File: config.mk
export PLATFORM = sky130hd
export DESIGN_NAME = uitc_core
export DESIGN_NICKNAME = d
export VERILOG_FILES = /design/src/pkg/uitc_pkg.sv /design/src/core/uitc_rx.sv /design/src/core/uitc_core.sv
export SDC_FILE = /design/constraint.sdc
export NUM_CORES = 1
export LEC_CHECK = 0
export ABC_CLOCK_PERIOD_IN_PS = 5000
export BUFFER_PORTS_ARGS = -buffer_cell sky130_fd_sc_hd__buf_2
export CELL_PAD_IN_SITES_DETAIL_PLACEMENT = 0
export CELL_PAD_IN_SITES_GLOBAL_PLACEMENT = 1
export CORE_ASPECT_RATIO = 0.75
export CORE_MARGIN = 8
export CORE_UTILIZATION = 47
export CTS_BUF_LIST = sky130_fd_sc_hd__clkbuf_4 sky130_fd_sc_hd__clkbuf_8
export CTS_CLUSTER_SIZE = 40
export DETAILED_ROUTE_END_ITERATION = 16
export PLACE_DENSITY = 0.79
export SYNTH_ARGS = -nofsm -noshare
export SYNTH_HDL_FRONTEND = slang
export SYNTH_SLANG_ARGS = --single-unit
File: constraint.sdc
create_clock -name clk_i -period 5 [get_ports clk_i]
set_clock_uncertainty 0.05 [all_clocks]
set_input_delay 0 -clock clk_i [delete_from_list [all_inputs] [get_ports clk_i]]
set_output_delay 0 -clock clk_i [all_outputs]
set_load 0.02 [all_outputs]
File: src/pkg/uitc_pkg.sv
// Constants and types shared by the UART interrupt and transmit control.
// Assumes one clock domain and a host front end that decodes transactions.
package uitc_pkg;
    // Transaction kinds presented with a chip-select rising edge
    localparam logic [1:0]  TXN_RD_DATA  = 2'h0;
    localparam logic [1:0]  TXN_RD_CFG   = 2'h1;
    localparam logic [1:0]  TXN_WR_DATA  = 2'h2;
    localparam logic [1:0]  TXN_WR_CFG   = 2'h3;
    // Oversampling counts per bit period
    localparam logic [3:0]  OS_LAST      = 4'hF;
    localparam logic [3:0]  OS_HALF      = 4'h7;
    // Receive buffer
    localparam int          FIFO_DEPTH   = 8;
    localparam logic [3:0]  FIFO_FULL    = 4'h8;
    localparam logic [2:0]  PTR_STEP     = 3'h1;
    // Frame shaping: start, eight data bits and one stop bit
    localparam logic [3:0]  FRAME_BASE   = 4'hA;
    localparam logic [3:0]  RX_LAST_7    = 4'h7;
    localparam logic [3:0]  RX_LAST_8    = 4'h8;
    // Values after reset
    localparam logic [11:0] SHIFT_IDLE   = 12'hFFF;
    localparam logic        LINE_IDLE    = 1'h1;
    localparam logic        EMPTY_RST    = 1'h1;
    localparam logic [1:0]  RST_SYNC_RST = 2'h0;

    typedef enum logic [1:0] {
        TX_IDLE  = 2'b01,
        TX_SHIFT = 2'b10
    } uitc_tx_state_t;

    typedef enum logic [3:0] {
        RX_IDLE  = 4'b0001,
        RX_START = 4'b0010,
        RX_DATA  = 4'b0100,
        RX_STOP  = 4'b1000
    } uitc_rx_state_t;
endpackage

File: src/core/uitc_rx.sv
// Character receiver, sixteen oversampling ticks per bit.
// Assumes rx_i is already synchronised and os_tick_i is a one-cycle pulse.
`timescale 1ns/10ps
module uitc_rx (
    // Clock and reset
    input  wire logic       clk_i,
    input  wire logic       rst_n_i,
    // Control
    input  wire logic       enable_i,
    input  wire logic       ninth_bit_enable_i,
    input  wire logic       os_tick_i,
    input  wire logic       rx_i,
    // Character out
    output logic            char_valid_o,
    output logic [7:0]      char_byte_o,
    output logic            char_ninth_o,
    output logic            frame_err_o
);
    typedef struct packed {
        uitc_pkg::uitc_rx_state_t state;
        logic [3:0]               os_cnt;
        logic [3:0]               bit_idx;
        logic [8:0]               shift;
        logic                     valid;
        logic                     ferr;
        logic [7:0]               data;
        logic                     ninth;
        logic                     prev;
    } uitc_rx_q_t;

    uitc_rx_q_t q;
    uitc_rx_q_t n;
    logic [3:0] last_idx;

    always_comb
    begin
        n = q;
        n.valid = 1'b0;
        n.ferr = 1'b0;
        n.prev = rx_i;
        last_idx = ninth_bit_enable_i ? uitc_pkg::RX_LAST_8 : uitc_pkg::RX_LAST_7;
        case (q.state)
            uitc_pkg::RX_IDLE:
            begin
                n.os_cnt = 4'h0;
                // Start only on a falling edge, not a held-low line [RQ18]
                if (q.prev && !rx_i)
                    n.state = uitc_pkg::RX_START;
            end
            uitc_pkg::RX_START:
            begin
                if (os_tick_i)
                begin
                    n.os_cnt = q.os_cnt + 4'h1;
                    if (q.os_cnt == uitc_pkg::OS_HALF)
                    begin
                        n.os_cnt = 4'h0;
                        n.bit_idx = 4'h0;
                        n.state = rx_i ? uitc_pkg::RX_IDLE : uitc_pkg::RX_DATA;
                    end
                end
            end
            uitc_pkg::RX_DATA:
            begin
                if (os_tick_i)
                begin
                    n.os_cnt = q.os_cnt + 4'h1;
                    if (q.os_cnt == uitc_pkg::OS_LAST)
                    begin
                        n.shift[q.bit_idx] = rx_i;
                        n.bit_idx = q.bit_idx + 4'h1;
                        if (q.bit_idx == last_idx)
                            n.state = uitc_pkg::RX_STOP;
                    end
                end
            end
            uitc_pkg::RX_STOP:
            begin
                if (os_tick_i)
                begin
                    n.os_cnt = q.os_cnt + 4'h1;
                    if (q.os_cnt == uitc_pkg::OS_LAST)
                    begin
                        // Single stop bit accepted [RQ2]
                        n.state = uitc_pkg::RX_IDLE;
                        n.valid = rx_i;
                        // Zero at first stop: flag and hunt again [RQ17] [RQ18]
                        n.ferr = !rx_i;
                        n.data = q.shift[7:0];
                        n.ninth = ninth_bit_enable_i & q.shift[8]; // [RQ10]
                    end
                end
            end
            default: n.state = uitc_pkg::RX_IDLE;
        endcase
        if (!enable_i)
        begin
            n.state = uitc_pkg::RX_IDLE;
            n.valid = 1'b0;
            n.ferr = 1'b0;
        end
    end

    always_ff @(posedge clk_i or negedge rst_n_i)
    begin
        if (!rst_n_i)
        begin
            q <= '0;
            q.state <= uitc_pkg::RX_IDLE;
            q.prev <= uitc_pkg::LINE_IDLE;
        end
        else
            q <= n;
    end

    assign char_valid_o = q.valid;
    assign char_byte_o = q.data;
    assign char_ninth_o = q.ninth;
    assign frame_err_o = q.ferr;
endmodule

File: src/core/uitc_core.sv
// Interrupt sources, masks, transmit control and receive buffer of a small UART.
// Assumes a host front end on clk_i that decodes each transaction and pulses
// cs_rise_i at its commit; os_tick_i is a sixteen-times-baud pulse on clk_i.
// Behaviour
// RQ1: Stop-count bit selects one or two stops
// RQ2: Receiver accepts a single stop bit
// RQ3: Configuration read returns stop-count and others
// RQ4: Transmit-empty flag shows empty buffer, resets high
// RQ5: Inhibited data write updates only request-to-send
// RQ6: Masked transmit-empty interrupt on becoming empty
// RQ7: Data read clears transmit-empty source, flag stays
// RQ8: Data read releases the pending interrupt
// RQ9: Ninth-bit flag follows oldest buffered word
// RQ10: Ninth-bit flag needs option on and bit one
// RQ11: Data-available interrupt holds while flag and mask
// RQ12: Data-available clears when buffer read empty
// RQ13: Shared flag: activity in shutdown, framing otherwise
// RQ14: Activity sets on line change, clears on exit
// RQ15: Masked shared flag interrupts in both modes
// RQ16: Framing error follows current character, not buffered
// RQ17: Framing sets on bad stop, clears on good
// RQ18: Framing error returns receiver to start hunt
// RQ19: Data read keeps framing flag; config write clears
// RQ20: Interrupt is OR of masked sources, else high
`timescale 1ns/10ps
module uitc_core (
    // Clock and reset
    input  wire logic       clk_i,
    input  wire logic       reset_n_i,
    // Transaction commit
    input  wire logic       cs_rise_i,
    input  wire logic [1:0] txn_kind_i,
    // Write-configuration fields
    input  wire logic       cfg_stop_count_select_i,
    input  wire logic       cfg_ninth_bit_enable_i,
    input  wire logic       cfg_tx_empty_mask_i,
    input  wire logic       cfg_rx_avail_mask_i,
    input  wire logic       cfg_ninth_bit_mask_i,
    input  wire logic       cfg_activity_mask_i,
    input  wire logic       cfg_shutdown_i,
    // Write-data fields
    input  wire logic       wr_tx_inhibit_i,
    input  wire logic       wr_rts_i,
    input  wire logic       wr_tx_ninth_bit_i,
    input  wire logic [7:0] wr_tx_byte_i,
    // Serial side
    input  wire logic       os_tick_i,
    input  wire logic       rx_i,
    output logic            tx_o,
    output logic            rts_n_o,
    // Read-back
    output logic            rd_stop_count_select_o,
    output logic            rd_ninth_bit_enable_o,
    output logic            rd_tx_empty_mask_o,
    output logic            rd_rx_avail_mask_o,
    output logic            rd_ninth_bit_mask_o,
    output logic            rd_activity_mask_o,
    output logic            rd_shutdown_o,
    output logic            rd_tx_empty_o,
    output logic            rd_rx_avail_o,
    output logic            rd_rx_ninth_bit_o,
    output logic            rd_activity_or_framing_flag_o,
    output logic [7:0]      rd_rx_byte_o,
    // Interrupt
    output logic            irq_n_o
);
    typedef struct packed {
        logic                                 rx_meta;
        logic                                 rx_sync;
        logic                                 rx_prev;
        logic                                 stop_count;
        logic                                 ninth_en;
        logic                                 tx_mask;
        logic                                 rx_mask;
        logic                                 ninth_mask;
        logic                                 act_mask;
        logic                                 shdn_req;
        logic                                 in_shdn;
        logic                                 rts;
        logic                                 hold_valid;
        logic [8:0]                           hold_data;
        uitc_pkg::uitc_tx_state_t             tx_state;
        logic [11:0]                          shift;
        logic [3:0]                           bits_left;
        logic [3:0]                           os_cnt;
        logic [uitc_pkg::FIFO_DEPTH-1:0][8:0] mem;
        logic [2:0]                           wr_ptr;
        logic [2:0]                           rd_ptr;
        logic [3:0]                           count;
        logic                                 act_flag;
        logic                                 tx_src;
        logic                                 empty_prev;
    } uitc_core_q_t;

    uitc_core_q_t q;
    uitc_core_q_t n;
    logic [1:0]   rst_sync_r;
    logic         rst_n;
    logic         wr_cfg;
    logic         wr_data;
    logic         rd_data;
    logic         push;
    logic         pop;
    logic         shdn_enter;
    logic         fe_set;
    logic         fe_clr;
    logic         tx_set;
    logic         rx_valid;
    logic [7:0]   rx_byte;
    logic         rx_ninth;
    logic         rx_ferr;

    function automatic logic [2:0] ptr_inc(input logic [2:0] p);
        ptr_inc = p + uitc_pkg::PTR_STEP;
    endfunction

    function automatic logic [11:0] tx_frame(input logic [8:0] d, input logic ne);
        tx_frame = ne ? {2'h3, d, 1'b0} : {3'h7, d[7:0], 1'b0};
    endfunction

    always_ff @(posedge clk_i or negedge reset_n_i)
    begin
        if (!reset_n_i)
            rst_sync_r <= uitc_pkg::RST_SYNC_RST;
        else
            rst_sync_r <= {rst_sync_r[0], 1'b1};
    end
    assign rst_n = rst_sync_r[1];

    assign wr_cfg = cs_rise_i && txn_kind_i == uitc_pkg::TXN_WR_CFG;
    assign wr_data = cs_rise_i && txn_kind_i == uitc_pkg::TXN_WR_DATA;
    assign rd_data = cs_rise_i && txn_kind_i == uitc_pkg::TXN_RD_DATA;
    assign push = rx_valid && !q.in_shdn && q.count < uitc_pkg::FIFO_FULL;
    assign pop = rd_data && q.count != 4'h0;
    assign shdn_enter = q.shdn_req && !q.in_shdn && !q.hold_valid
                        && q.tx_state == uitc_pkg::TX_IDLE && !(wr_cfg && !cfg_shutdown_i);
    // Activity in shutdown, framing error otherwise [RQ13]
    assign fe_set = q.in_shdn ? (q.rx_sync != q.rx_prev) : rx_ferr; // [RQ14] [RQ17]
    assign fe_clr = (!q.in_shdn && (rx_valid || wr_cfg)) // [RQ17] [RQ19]
                    || (q.in_shdn && wr_cfg && !cfg_shutdown_i) || shdn_enter; // [RQ14]
    assign tx_set = !q.hold_valid && !q.empty_prev;

    uitc_rx u_rx (
        .clk_i              (clk_i),
        .rst_n_i            (rst_n),
        .enable_i           (!q.in_shdn),
        .ninth_bit_enable_i (q.ninth_en),
        .os_tick_i          (os_tick_i),
        .rx_i               (q.rx_sync),
        .char_valid_o       (rx_valid),
        .char_byte_o        (rx_byte),
        .char_ninth_o       (rx_ninth),
        .frame_err_o        (rx_ferr)
    );

    always_comb
    begin
        n = q;
        n.rx_meta = rx_i;
        n.rx_sync = q.rx_meta;
        n.rx_prev = q.rx_sync;
        if (wr_cfg)
        begin
            n.stop_count = cfg_stop_count_select_i;
            n.ninth_en = cfg_ninth_bit_enable_i;
            n.tx_mask = cfg_tx_empty_mask_i;
            n.rx_mask = cfg_rx_avail_mask_i;
            n.ninth_mask = cfg_ninth_bit_mask_i;
            n.act_mask = cfg_activity_mask_i;
            n.shdn_req = cfg_shutdown_i;
            if (!cfg_shutdown_i)
                n.in_shdn = 1'b0;
        end
        case (q.tx_state)
            uitc_pkg::TX_IDLE:
            begin
                if (q.hold_valid && !q.in_shdn)
                begin
                    n.shift = tx_frame(q.hold_data, q.ninth_en);
                    // Frame length adds the ninth bit and second stop [RQ1]
                    n.bits_left = uitc_pkg::FRAME_BASE + {3'h0, q.ninth_en}
                                  + {3'h0, q.stop_count};
                    n.os_cnt = 4'h0;
                    n.hold_valid = 1'b0;
                    n.tx_state = uitc_pkg::TX_SHIFT;
                end
            end
            uitc_pkg::TX_SHIFT:
            begin
                if (os_tick_i)
                begin
                    n.os_cnt = q.os_cnt + 4'h1;
                    if (q.os_cnt == uitc_pkg::OS_LAST)
                    begin
                        n.shift = {1'b1, q.shift[11:1]};
                        n.bits_left = q.bits_left - 4'h1;
                        if (q.bits_left == 4'h1)
                            n.tx_state = uitc_pkg::TX_IDLE;
                    end
                end
            end
            default: n.tx_state = uitc_pkg::TX_IDLE;
        endcase
        if (wr_data)
        begin
            n.rts = wr_rts_i;
            // Data queued only when not inhibited and buffer free [RQ5]
            if (!wr_tx_inhibit_i && !q.hold_valid && !q.in_shdn)
            begin
                n.hold_valid = 1'b1;
                n.hold_data = {wr_tx_ninth_bit_i, wr_tx_byte_i};
            end
        end
        if (push)
        begin
            n.mem[q.wr_ptr] = {rx_ninth, rx_byte};
            n.wr_ptr = ptr_inc(q.wr_ptr);
        end
        if (pop)
            n.rd_ptr = ptr_inc(q.rd_ptr);
        case ({push, pop})
            2'b10: n.count = q.count + 4'h1;
            2'b01: n.count = q.count - 4'h1; // [RQ12]
            default: n.count = q.count;
        endcase
        if (shdn_enter)
        begin
            n.in_shdn = 1'b1;
            n.wr_ptr = 3'h0;
            n.rd_ptr = 3'h0;
            n.count = 4'h0;
            n.hold_data = 9'h000;
        end
        // Outside shutdown the flag tracks the current character only [RQ16]
        if (fe_set)
            n.act_flag = 1'b1;
        else if (fe_clr)
            n.act_flag = 1'b0;
        n.empty_prev = !q.hold_valid;
        // Source latches on becoming empty, read-data clears [RQ6] [RQ7]
        if (tx_set)
            n.tx_src = 1'b1;
        else if (rd_data)
            n.tx_src = 1'b0; // [RQ8]
    end

    always_ff @(posedge clk_i or negedge rst_n)
    begin
        if (!rst_n)
        begin
            q <= '0;
            q.rx_meta <= uitc_pkg::LINE_IDLE;
            q.rx_sync <= uitc_pkg::LINE_IDLE;
            q.rx_prev <= uitc_pkg::LINE_IDLE;
            q.tx_state <= uitc_pkg::TX_IDLE;
            q.shift <= uitc_pkg::SHIFT_IDLE;
            q.empty_prev <= uitc_pkg::EMPTY_RST;
        end
        else
            q <= n;
    end

    assign tx_o = q.shift[0];
    assign rts_n_o = !q.rts;
    // Configuration read-back [RQ3]
    assign rd_stop_count_select_o = q.stop_count;
    assign rd_ninth_bit_enable_o = q.ninth_en;
    assign rd_tx_empty_mask_o = q.tx_mask;
    assign rd_rx_avail_mask_o = q.rx_mask;
    assign rd_ninth_bit_mask_o = q.ninth_mask;
    assign rd_activity_mask_o = q.act_mask;
    assign rd_shutdown_o = q.in_shdn;
    assign rd_tx_empty_o = !q.hold_valid; // [RQ4]
    assign rd_rx_avail_o = q.count != 4'h0; // [RQ11]
    // Head of buffer is the word the next data read returns [RQ9]
    assign rd_rx_ninth_bit_o = rd_rx_avail_o && q.mem[q.rd_ptr][8];
    assign rd_rx_byte_o = q.mem[q.rd_ptr][7:0];
    assign rd_activity_or_framing_flag_o = q.act_flag;
    // OR of the four masked sources [RQ20] [RQ15] [RQ11] [RQ6]
    assign irq_n_o = !((rd_rx_ninth_bit_o && q.ninth_mask)
                       || (rd_rx_avail_o && q.rx_mask)
                       || (q.act_flag && q.act_mask)
                       || (q.tx_src && q.tx_mask));
endmodule

==> impl_metrics.py, run 1 <==
metrics = {
    "clock_network": {
        "cts_buffers": 17,
        "cts_resized": 0,
        "clkTransAtPathRegs_ps": 80,
        "clockBufferDepth": 2,
        "cts_setup_buffers": 0,
        "ctsHoldBuffers": 25,
        "tritoncts": "built",
        "clockRootBuffer": "clkbuf_8",
        "clkSinkCount": 161,
        "clk_latency_ps": 460,
        "htree_levels": 4,
    },
    "logic_synthesis": {
        "syn_area_mm2": 0.00756,
        "syn_area_per_cell_um2": 12.9,
        "synthCells": 585,
        "ys_types": 67,
        "seq_area_frac_synth": 0.536,
        "async_flop_share": 1.00,
        "yosysWarningCount": 0,
        "synth-main-ff-cell": "dfrtp_1",
        "synth.top_cell.area_share": 0.480,
        "yosys.area.top_type": "dfrtp_1",
        "yosys_register_bits": 161,
        "syn-num-nets": 625,
        "synth-edff-count": 0,
        "synthTopCellsByArea": "dfrtp_1 48%, mux2_2 16%, dfstp_2 5.6%",
    },
    "finish": {
        "layout-drive-gt1-share": 0.361,
        "areaGrowthSynthToFinish_pct": 15.3,
        "finish.utilization": 0.549,
        "mostFrequentLayoutCell": "dfrtp_1",
        "nNetsFinal": 695,
        "mostFrequentLayoutCells": "144 x dfrtp_1, 106 x mux2_2, 46 x nand2_1, 46 x buf_2, 32 x nor2_1",
        "diodes": 0,
    },
    "status": {
        "status": "finished, final reports clean",
    },
    "pwr": {
        "power.leakage_nw": 4.17,
        "powerDensity_mw_per_mm2": 355,
        "swShare": 0.269,
        "p_seq_frac": 0.500,
        "ir_drop_mv": 0.193,
        "p_clk_frac": 0.372,
        "p_sw_mw": 0.832,
        "intPower_mw": 2.26,
        "combPwrFrac": 0.128,
    },
    "critical_path": {
        "max_stage_delay_ps": 750,
        "arrival_ps": 2860,
        "reg2regPathDepth": 9,
        "crit_family": "multiplexers",
        "crit_type": "flip-flop to output port",
        "crit_slowest_cell": "dfrtp_1",
        "cp.required_ps": 4950,
        "critPathLaunchType": "flip-flop",
        "crit_chain": "buf_4, mux4_2, mux2_2, and2_4, a21boi_1, buf_2",
        "r2r-start": "q[4]",
        "rr_endpoint": "q[6]",
        "ff2ff_setup_slack_ps": 2400,
        "end_kind": "output port",
        "timing.critical_path.buf_inv": 2,
        "critPathMaxFanout": 11,
    },
    "routing": {
        "drc": 0,
        "dr.pass1.iters": 4,
        "num_vias": 4798,
        "wl_mm": 15.9,
        "ant_nets": 0,
        "viasPerCell": 5.46,
        "wl_per_cell_um": 18.1,
        "first_iter_violations": 314,
    },
    "global_route": {
        "grt_max_degree": 61,
        "overflow": 0,
        "track_usage": 0.163,
        "first_global_vias": 5025,
        "antenna_found_initial": 0,
        "grt_pass1_wl_mm": 26.4,
    },
    "floorplanning": {
        "top_level_ports": 47,
        "die_area_mm2": 0.0204,
        "fp.coreArea_mm2": 0.0159,
        "fp.dieW_um": 162,
        "start_util": 0.476,
        "die_height_um": 126,
        "row_count": 40,
    },
    "job": {
        "drv_cap": 0,
    },
    "worst_hold_path": {
        "worstHoldPathCells": 2,
        "hold_start": "rx_i",
        "hold_path_end": "n[127]",
        "hold_class": "primary input to flip-flop",
    },
    "placed_design": {
        "place.detailed.hpwl_mm": 10.6,
        "gp_congestion": 0.737,
        "io_buffers": 46,
    },
    "sta": {
        "worstMarginPinSlew_ps": 1140,
        "finalCriticalPeriod_ps": 2910,
        "relSlewSlack": 0.238,
        "clock.fmax_mhz": 344,
        "maxSlewViolCount": 0,
        "finalSetupViolations": 0,
        "timing.final.crit_share": 0.582,
        "tns_ps": 0,
        "finalHoldViolCount": 0,
        "rsz0062_at_grt": "no",
    },
}
power groups by stage:
stage               registers (mW)  logic, mW  clock network [mW]
finish                        1.55      0.398                1.15
detailed placement            1.57      0.383                   0
floorplan                     1.54      0.285                   0
CTS                           1.55      0.401                1.18
global placement              1.57      0.368                   0
global route                  1.57      0.446                1.23
Yosys cell counts (all sizes together), types with 3 or more instances:
library cell  instances
inv                  15
nor3b                 5
mux2                107
xor2                  4
o21bai                3
nand2                46
nor4                  4
nor3                  8
a32o                  3
nand4                 3
and3                  3
dfrtp               145
nor2                 33
xnor2                 6
nor2b                10
a21oi                10
dfstp                16
mux4                 18
nand3                16
a21o                  5
ha                   14
clkbuf                9
o21ai                29
buf                  16
mux2i                22
metrics by stage:
| step | power [mW] | hold WS, ps | setup slack [ps] | cells | area [um2] |
|---|---|---|---|---|---|
| 5_1_grt | 3.24 | 135 | 1900 | 878 | 8720 |
| 3_5_place_dp | 1.96 | -258 | 2450 | 821 | 7980 |
| 3_3_place_gp | 1.93 | -263 | 2530 | 821 | 7980 |
| 6_report | 3.10 | 140 | 2090 | 878 | 8720 |
| 4_1_cts | 3.13 | 103 | 2000 | 878 | 8720 |
| 2_1_floorplan | 1.83 | -346 | 160 | 585 | 7560 |
cells by family after synthesis:
group / share of synthesized area
flops: 0.536
other cells: 0.000496
simple gates: 0.105
compound gates: 0.0554
xor+xnor: 0.0126
fa+ha+maj: 0.0258
mux: 0.242
buf+inv: 0.0228
flip-flops by register name, summed over array words and instances (netlist names):
signal                         flops
rst_sync_r                         2
q                                115
rd_ninth_bit_enable_o              1
u_rx.frame_err_o                   1
rd_shutdown_o                      1
rd_tx_empty_mask_o                 1
u_rx.char_ninth_o                  1
rd_stop_count_select_o             1
u_rx.char_byte_o                   8
u_rx.char_valid_o                  1
n                                  2
rd_rx_avail_mask_o                 1
rd_activity_or_framing_flag_o      1
rd_activity_mask_o                 1
tx_o                               1
u_rx.q                            22
rd_ninth_bit_mask_o                1
routing by layer:
metal  routed length [um]  up-vias  share of wire  GRT usage
li1                     -     2239              -          -
met1                 7600     2456           0.48      0.219
met2                 7590       85           0.48      0.253
met3                  534       18          0.034     0.0326
met4                  199        0          0.012     0.0679
met5                    0        -              0          0
layout make-up:
class / count / area, um2
fillers: 1307 / 7150
flip-flops and latches: 161 / 4050
multi-input cells: 384 / 3340
repair buffers: 76 / 518
well taps: 210 / 263
clock buffers: 19 / 255
clock inverters: 13 / 234
inverters: 15 / 56.3
worst max-delay path by stage:
stage | slack [ps] | start | end | cells past startpoint
2_1_floorplan | 160 | rst_sync_r[1] | q[106] | 0
3_3_place_gp | 2530 | q[4] | q[6] | 9
3_5_place_dp | 2450 | q[4] | q[6] | 9
4_1_cts | 2000 | q[7] | irq_n_o | 6
5_1_grt | 1900 | q[7] | irq_n_o | 6
6_report | 2090 | q[7] | irq_n_o | 6
Note: power is estimated with default switching activity, not from simulation.
==> run 2: changes to the inputs <==
ABC_CLOCK_PERIOD_IN_PS = 2400   (was 5000)
clock period = 2.4 ns   (was 5 ns; I/O delays follow)
==> impl_metrics.py, run 2 (synthesis results as in run 1) <==
metrics = {
    "global_route": {
        "antenna_found_initial": 0,
        "first_global_vias": 5022,
        "grt_pass1_wl_mm": 26.4,
        "track_usage": 0.162,
        "grt_max_degree": 72,
        "overflow": 0,
    },
    "clock_network": {
        "clkTransAtPathRegs_ps": 90,
        "tritoncts": "built",
        "htree_levels": 4,
        "cts_buffers": 17,
        "clk_latency_ps": 450,
        "clockRootBuffer": "clkbuf_8",
        "clockBufferDepth": 2,
        "clkSinkCount": 161,
    },
    "finish": {
        "diodes": 0,
        "instances_no_fill": 898,
        "nFillCells": 1279,
        "nNetsFinal": 715,
        "largest_reg_flops": 115,
        "regMostFlops": "q",
        "mostFrequentLayoutCells": "142 x dfrtp_1, 106 x mux2_2, 46 x nand2_1, 46 x buf_2, 32 x nor2_1",
        "finish.utilization": 0.553,
        "areaGrowthSynthToFinish_pct": 16.1,
        "layout-drive-gt1-share": 0.384,
        "design_area_mm2": 0.00878,
        "multiInputGateArea_mm2": 0.00334,
        "mostFrequentLayoutCell": "dfrtp_1",
        "seq_area_mm2": 0.00406,
    },
    "routing": {
        "wl_mm": 16.0,
        "wl_per_cell_um": 17.9,
        "ant_nets": 0,
        "first_iter_violations": 323,
        "num_vias": 4896,
        "dr.pass1.iters": 4,
        "viasPerCell": 5.45,
        "drc": 0,
    },
    "floorplanning": {
        "row_count": 40,
        "fp.dieW_um": 162,
        "top_level_ports": 47,
        "die_height_um": 126,
        "start_util": 0.476,
        "die_area_mm2": 0.0204,
        "fp.coreArea_mm2": 0.0159,
    },
    "sta": {
        "finalHoldViolCount": 0,
        "maxSlewViolCount": 0,
        "finalCriticalPeriod_ps": 2270,
        "layout_setup_ws_ps": 128,
        "hold_slack_ps": 141,
        "clock.fmax_mhz": 440,
        "relSlewSlack": 0.278,
        "worstMarginPinSlew_ps": 1080,
        "finalSetupViolations": 0,
        "timing.final.crit_share": 0.946,
    },
    "placed_design": {
        "place_ws_ps": 103,
        "placed_area_mm2": 0.00813,
        "dpl.cell_count": 840,
        "place.detailed.hpwl_mm": 11.1,
        "io_buffers": 46,
        "gp_congestion": 0.775,
    },
    "pwr": {
        "powerDensity_mw_per_mm2": 684,
        "power.leakage_nw": 4.23,
        "ir_drop_mv": 0.388,
    },
    "worst_hold_path": {
        "hold_class": "primary input to flip-flop",
    },
    "critical_path": {
        "end_kind": "output port",
        "arrival_ps": 2220,
        "critPathLaunchType": "flip-flop",
        "ff2ff_setup_slack_ps": 140,
        "setup.worst_path.start": "q[7]",
        "critPathMaxFanout": 6,
        "worstSetupEndpoint": "irq_n_o",
        "reg2regPathDepth": 9,
        "r2r-start": "q[4]",
        "rr_endpoint": "q[6]",
        "crit_type": "flip-flop to output port",
        "cp.required_ps": 2350,
    },
    "job": {
        "drv_cap": 0,
    },
    "status": {
        "status": "finished, final reports clean",
    },
}
-- run 2: changes by cell type in the layout (fill, tap and decap cells not counted) --
| cell | before | now |
|---|---|---|
| inv_6 | 0 | 7 |
| or4_4 | 0 | 1 |
| bufinv_16 | 6 | 1 |
| clkbuf_8 | 18 | 17 |
| clkinvlp_4 | 3 | 1 |
| or4_1 | 2 | 1 |
| clkbuf_4 | 1 | 0 |
| clkinv_4 | 3 | 5 |
| dfrtp_1 | 144 | 142 |
| buf_12 | 0 | 1 |
| buf_4 | 5 | 24 |
| dfrtp_2 | 0 | 2 |
-- run 2: area by class of cell --
cell class,count,area share
well taps,210,0.0299
multi-input cells,384,0.381
repair buffers,96,0.0775
inverters,15,0.00641
clock buffers,17,0.0267
flip-flops and latches,161,0.462
clock inverters,15,0.0168
-- run 2: worst min-delay path by stage --
stage / from / endpoint / slack, ps / cells after the start
floorplan: reset_n_i / rst_sync_r[0] / -350 / 0
global placement: reset_n_i / rst_sync_r[0] / -260 / 1
detailed placement: reset_n_i / rst_sync_r[0] / -260 / 1
CTS: rx_i / n[127] / 100 / 2
global route: rx_i / n[127] / 130 / 2
finish: rx_i / n[127] / 140 / 2
-- run 2: where the power goes --
group | switching, mW | internal (mW)
combinational | 0.512 | 0.387
clock | 1.06 | 0.848
sequential | 0.216 | 2.98
total | 1.79 | 4.21
-- run 2: critical path, cell delays in order, from the launching register on --
cell and delay [ps]:
dfrtp_2 480, mux4_2 520, mux2_2 280, and2_4 170
a21boi_1 130, buf_2 190
-- run 2: routing by layer --
metal  part of all wire  global-route usage  vias to the layer above  wire (um)
met3              0.032              0.0352                       18        515
met5                  0                   0                        -          0
met1               0.48               0.222                     2523       7650
met2               0.47               0.249                       57       7610
li1                   -                   -                     2298          -
met4              0.017              0.0608                        0        267
-- run 2: per-stage QoR --
step	total power, mW	setup TNS, ps
5_1_grt	6.31	-3.70
3_5_place_dp	4.11	0
2_1_floorplan	3.81	0
6_report	6.00	0
4_1_cts	6.08	0
3_3_place_gp	4.07	0
-- run 2: what timing repair did --
action                     CTS  global route
hold buffers                25             0
pin swaps                    0             1
setup endpoints to repair    3             1
hold endpoints to repair    26             0
buffers inserted             0             1
resized for setup            1             2
==> run 3: changes to the inputs <==
ABC_AREA = 1   (was default)
CORE_UTILIZATION = 43   (was 47)
==> impl_metrics.py, run 3 <==
metrics = {
    "floorplanning": {
        "start_util": 0.434,
        "die_height_um": 131,
        "fp.coreArea_mm2": 0.0174,
        "die_area_mm2": 0.0222,
        "top_level_ports": 47,
        "fp.dieW_um": 169,
        "row_count": 42,
    },
    "routing": {
        "dr.pass1.iters": 5,
        "viasPerCell": 4.97,
        "ant_nets": 0,
        "wl_per_cell_um": 14.6,
        "drc": 0,
        "first_iter_violations": 566,
        "num_vias": 6090,
        "wl_mm": 17.9,
    },
    "critical_path": {
        "arrival_ps": 2100,
        "ff2ff_setup_slack_ps": 350,
        "crit_type": "flip-flop to output port",
        "critPathLaunchType": "flip-flop",
        "cp_num_cells": 6,
        "max_stage_delay_ps": 360,
        "crit_slowest_cell": "dfrtp_1",
        "reg2regPathDepth": 8,
        "cp.required_ps": 2350,
        "r2r-start": "u_rx.q[25]",
        "timing.critical_path.buf_inv": 3,
        "end_kind": "output port",
        "rr_endpoint": "u_rx.char_byte_o[5]",
        "crit_chain": "clkinv_1, buf_4, o21ai_0, a21oi_1, a31oi_1, buf_2",
        "crit_family": "compound AO/OA/AOI/OAI gates",
        "critPathMaxFanout": 32,
    },
    "placed_design": {
        "dpl.cell_count": 1163,
        "place.detailed.hpwl_mm": 12.0,
        "io_buffers": 46,
        "gp_congestion": 0.791,
        "place_ws_ps": 342,
        "placed_area_mm2": 0.00806,
    },
    "sta": {
        "hold_slack_ps": 105,
        "worstMarginPinSlew_ps": 721,
        "layout_setup_ws_ps": 249,
        "tns_ps": 0,
        "rsz0062_at_grt": "no",
        "clock.fmax_mhz": 465,
        "relSlewSlack": 0.518,
        "finalCriticalPeriod_ps": 2150,
        "maxSlewViolCount": 0,
        "finalSetupViolations": 0,
        "timing.final.crit_share": 0.896,
        "finalHoldViolCount": 0,
    },
    "status": {
        "status": "finished, final reports clean",
    },
    "logic_synthesis": {
        "async_flop_share": 1.00,
        "synth.top_cell.area_share": 0.479,
        "synthCells": 897,
        "yosys_register_bits": 161,
        "seq_area_frac_synth": 0.534,
        "syn_area_per_cell_um2": 8.45,
        "ys_types": 43,
        "yosysWarningCount": 0,
        "synth-edff-count": 0,
        "synth-main-ff-cell": "dfrtp_1",
        "syn_area_mm2": 0.00758,
        "synthTopCellsByArea": "dfrtp_1 48%, nand2_1 9.7%, o21ai_0 9.4%",
        "yosys.area.top_type": "dfrtp_1",
        "syn-num-nets": 937,
        "synth_common_cells": "195 x nand2_1, 145 x dfrtp_1, 142 x o21ai_0",
        "synth.most_common_cell": "nand2_1",
    },
    "finish": {
        "mostFrequentLayoutCell": "nand2_1",
        "layout-drive-gt1-share": 0.135,
        "largest_reg_flops": 115,
        "regMostFlops": "q",
        "nFillCells": 1742,
        "instances_no_fill": 1226,
        "mostFrequentLayoutCells": "195 x nand2_1, 143 x dfrtp_1, 142 x o21ai_0, 93 x inv_1, 87 x nor2_1",
        "diodes": 0,
        "seq_area_mm2": 0.00405,
        "finish.utilization": 0.503,
        "nNetsFinal": 1011,
        "areaGrowthSynthToFinish_pct": 15.8,
        "multiInputGateArea_mm2": 0.00298,
        "design_area_mm2": 0.00877,
    },
    "global_route": {
        "first_global_vias": 5658,
        "track_usage": 0.172,
        "grt_pass1_wl_mm": 30.1,
        "antenna_found_initial": 0,
        "grt_max_degree": 83,
        "overflow": 0,
    },
    "job": {
        "drv_cap": 0,
    },
    "clock_network": {
        "clkSinkCount": 161,
        "clockRootBuffer": "clkbuf_8",
        "clockBufferDepth": 2,
        "cts_buffers": 17,
        "tritoncts": "built",
        "clkTransAtPathRegs_ps": 90,
        "clk_latency_ps": 450,
        "htree_levels": 4,
    },
    "worst_hold_path": {
        "worstHoldPathCells": 4,
        "hold_class": "primary input to flip-flop",
        "hold_start": "cs_rise_i",
        "hold_path_end": "rd_shutdown_o",
    },
    "pwr": {
        "ir_drop_mv": 0.301,
        "power.leakage_nw": 4.25,
        "p_total_mw": 6.10,
        "powerDensity_mw_per_mm2": 696,
    },
}
-- run 3: cell types whose count changed in the layout (fill, tap and decap cells not counted), sizes merged, moves of 18 or more --
cell,before,now
nand2,46,197
a21oi,10,47
mux2,107,0
inv,22,105
o211ai,0,18
mux4,18,0
nand3,16,41
o21ai,29,145
nor2,33,92
mux2i,22,0
-- run 3: cell type report --
| class | count | share of cell area |
|---|---|---|
| tap | 242 | 0.0345 |
| clock inverter | 15 | 0.0194 |
| clock buffer | 17 | 0.0267 |
| inverter | 102 | 0.0438 |
| timing repair buffer | 88 | 0.0739 |
| multi-input combinational | 601 | 0.340 |
| sequential | 161 | 0.462 |
-- run 3: kinds of logic (layout without fill, tap and decap cells) --
| family | after synthesis | after routing | share of synthesized area |
|---|---|---|---|
| AND/OR/NAND/NOR | 355 | 355 | 0.203 |
| AO/OA/AOI/OAI | 227 | 227 | 0.161 |
| flip-flops | 161 | 161 | 0.534 |
| adder cells (fa/ha/maj) | 15 | 15 | 0.0258 |
| XOR/XNOR | 3 | 3 | 0.00347 |
| buffers and inverters | 135 | 222 | 0.0720 |
| other | 1 | 1 | 0.000495 |
-- run 3: worst max-delay path by stage --
stage	from	to	slack, ps
final	q[7]	rd_rx_byte_o[6]	250
after global routing	q[7]	irq_n_o	60
after CTS	q[8]	rd_rx_byte_o[2]	150
after detailed placement	u_rx.q[25]	u_rx.char_byte_o[2]	340
after global placement	u_rx.q[25]	u_rx.char_byte_o[5]	360
after floorplan	q[6]	q[6]	410
-- run 3: layer usage --
metal | GRT usage | wire length, um | share of wire
met5 | 0 | 0 | 0
met4 | 0.0457 | 187 | 0.010
met3 | 0.0321 | 723 | 0.040
met2 | 0.250 | 7600 | 0.42
met1 | 0.257 | 9410 | 0.53
-- run 3: tightest hold or removal path: stages --
cell     delay, ps
buf_2          120
nand3_2        150
nor2_1         140
o21ai_0        150
-- run 3: report_power, final --
part,internal (mW),leakage [nW],switching [mW],total (mW)
Combinational,0.325,2.05,0.620,0.945
Sequential,2.98,2.01,0.139,3.12
Clock,0.953,0.200,1.08,2.04
-- run 3: what timing repair did --
| action | CTS | global route |
|---|---|---|
| hold endpoints to repair | 32 | 0 |
| gates resized for setup | 0 | 1 |
| setup buffers | 0 | 0 |
| endpoints found under the setup margin | 0 | 2 |
| hold buffers | 31 | 0 |
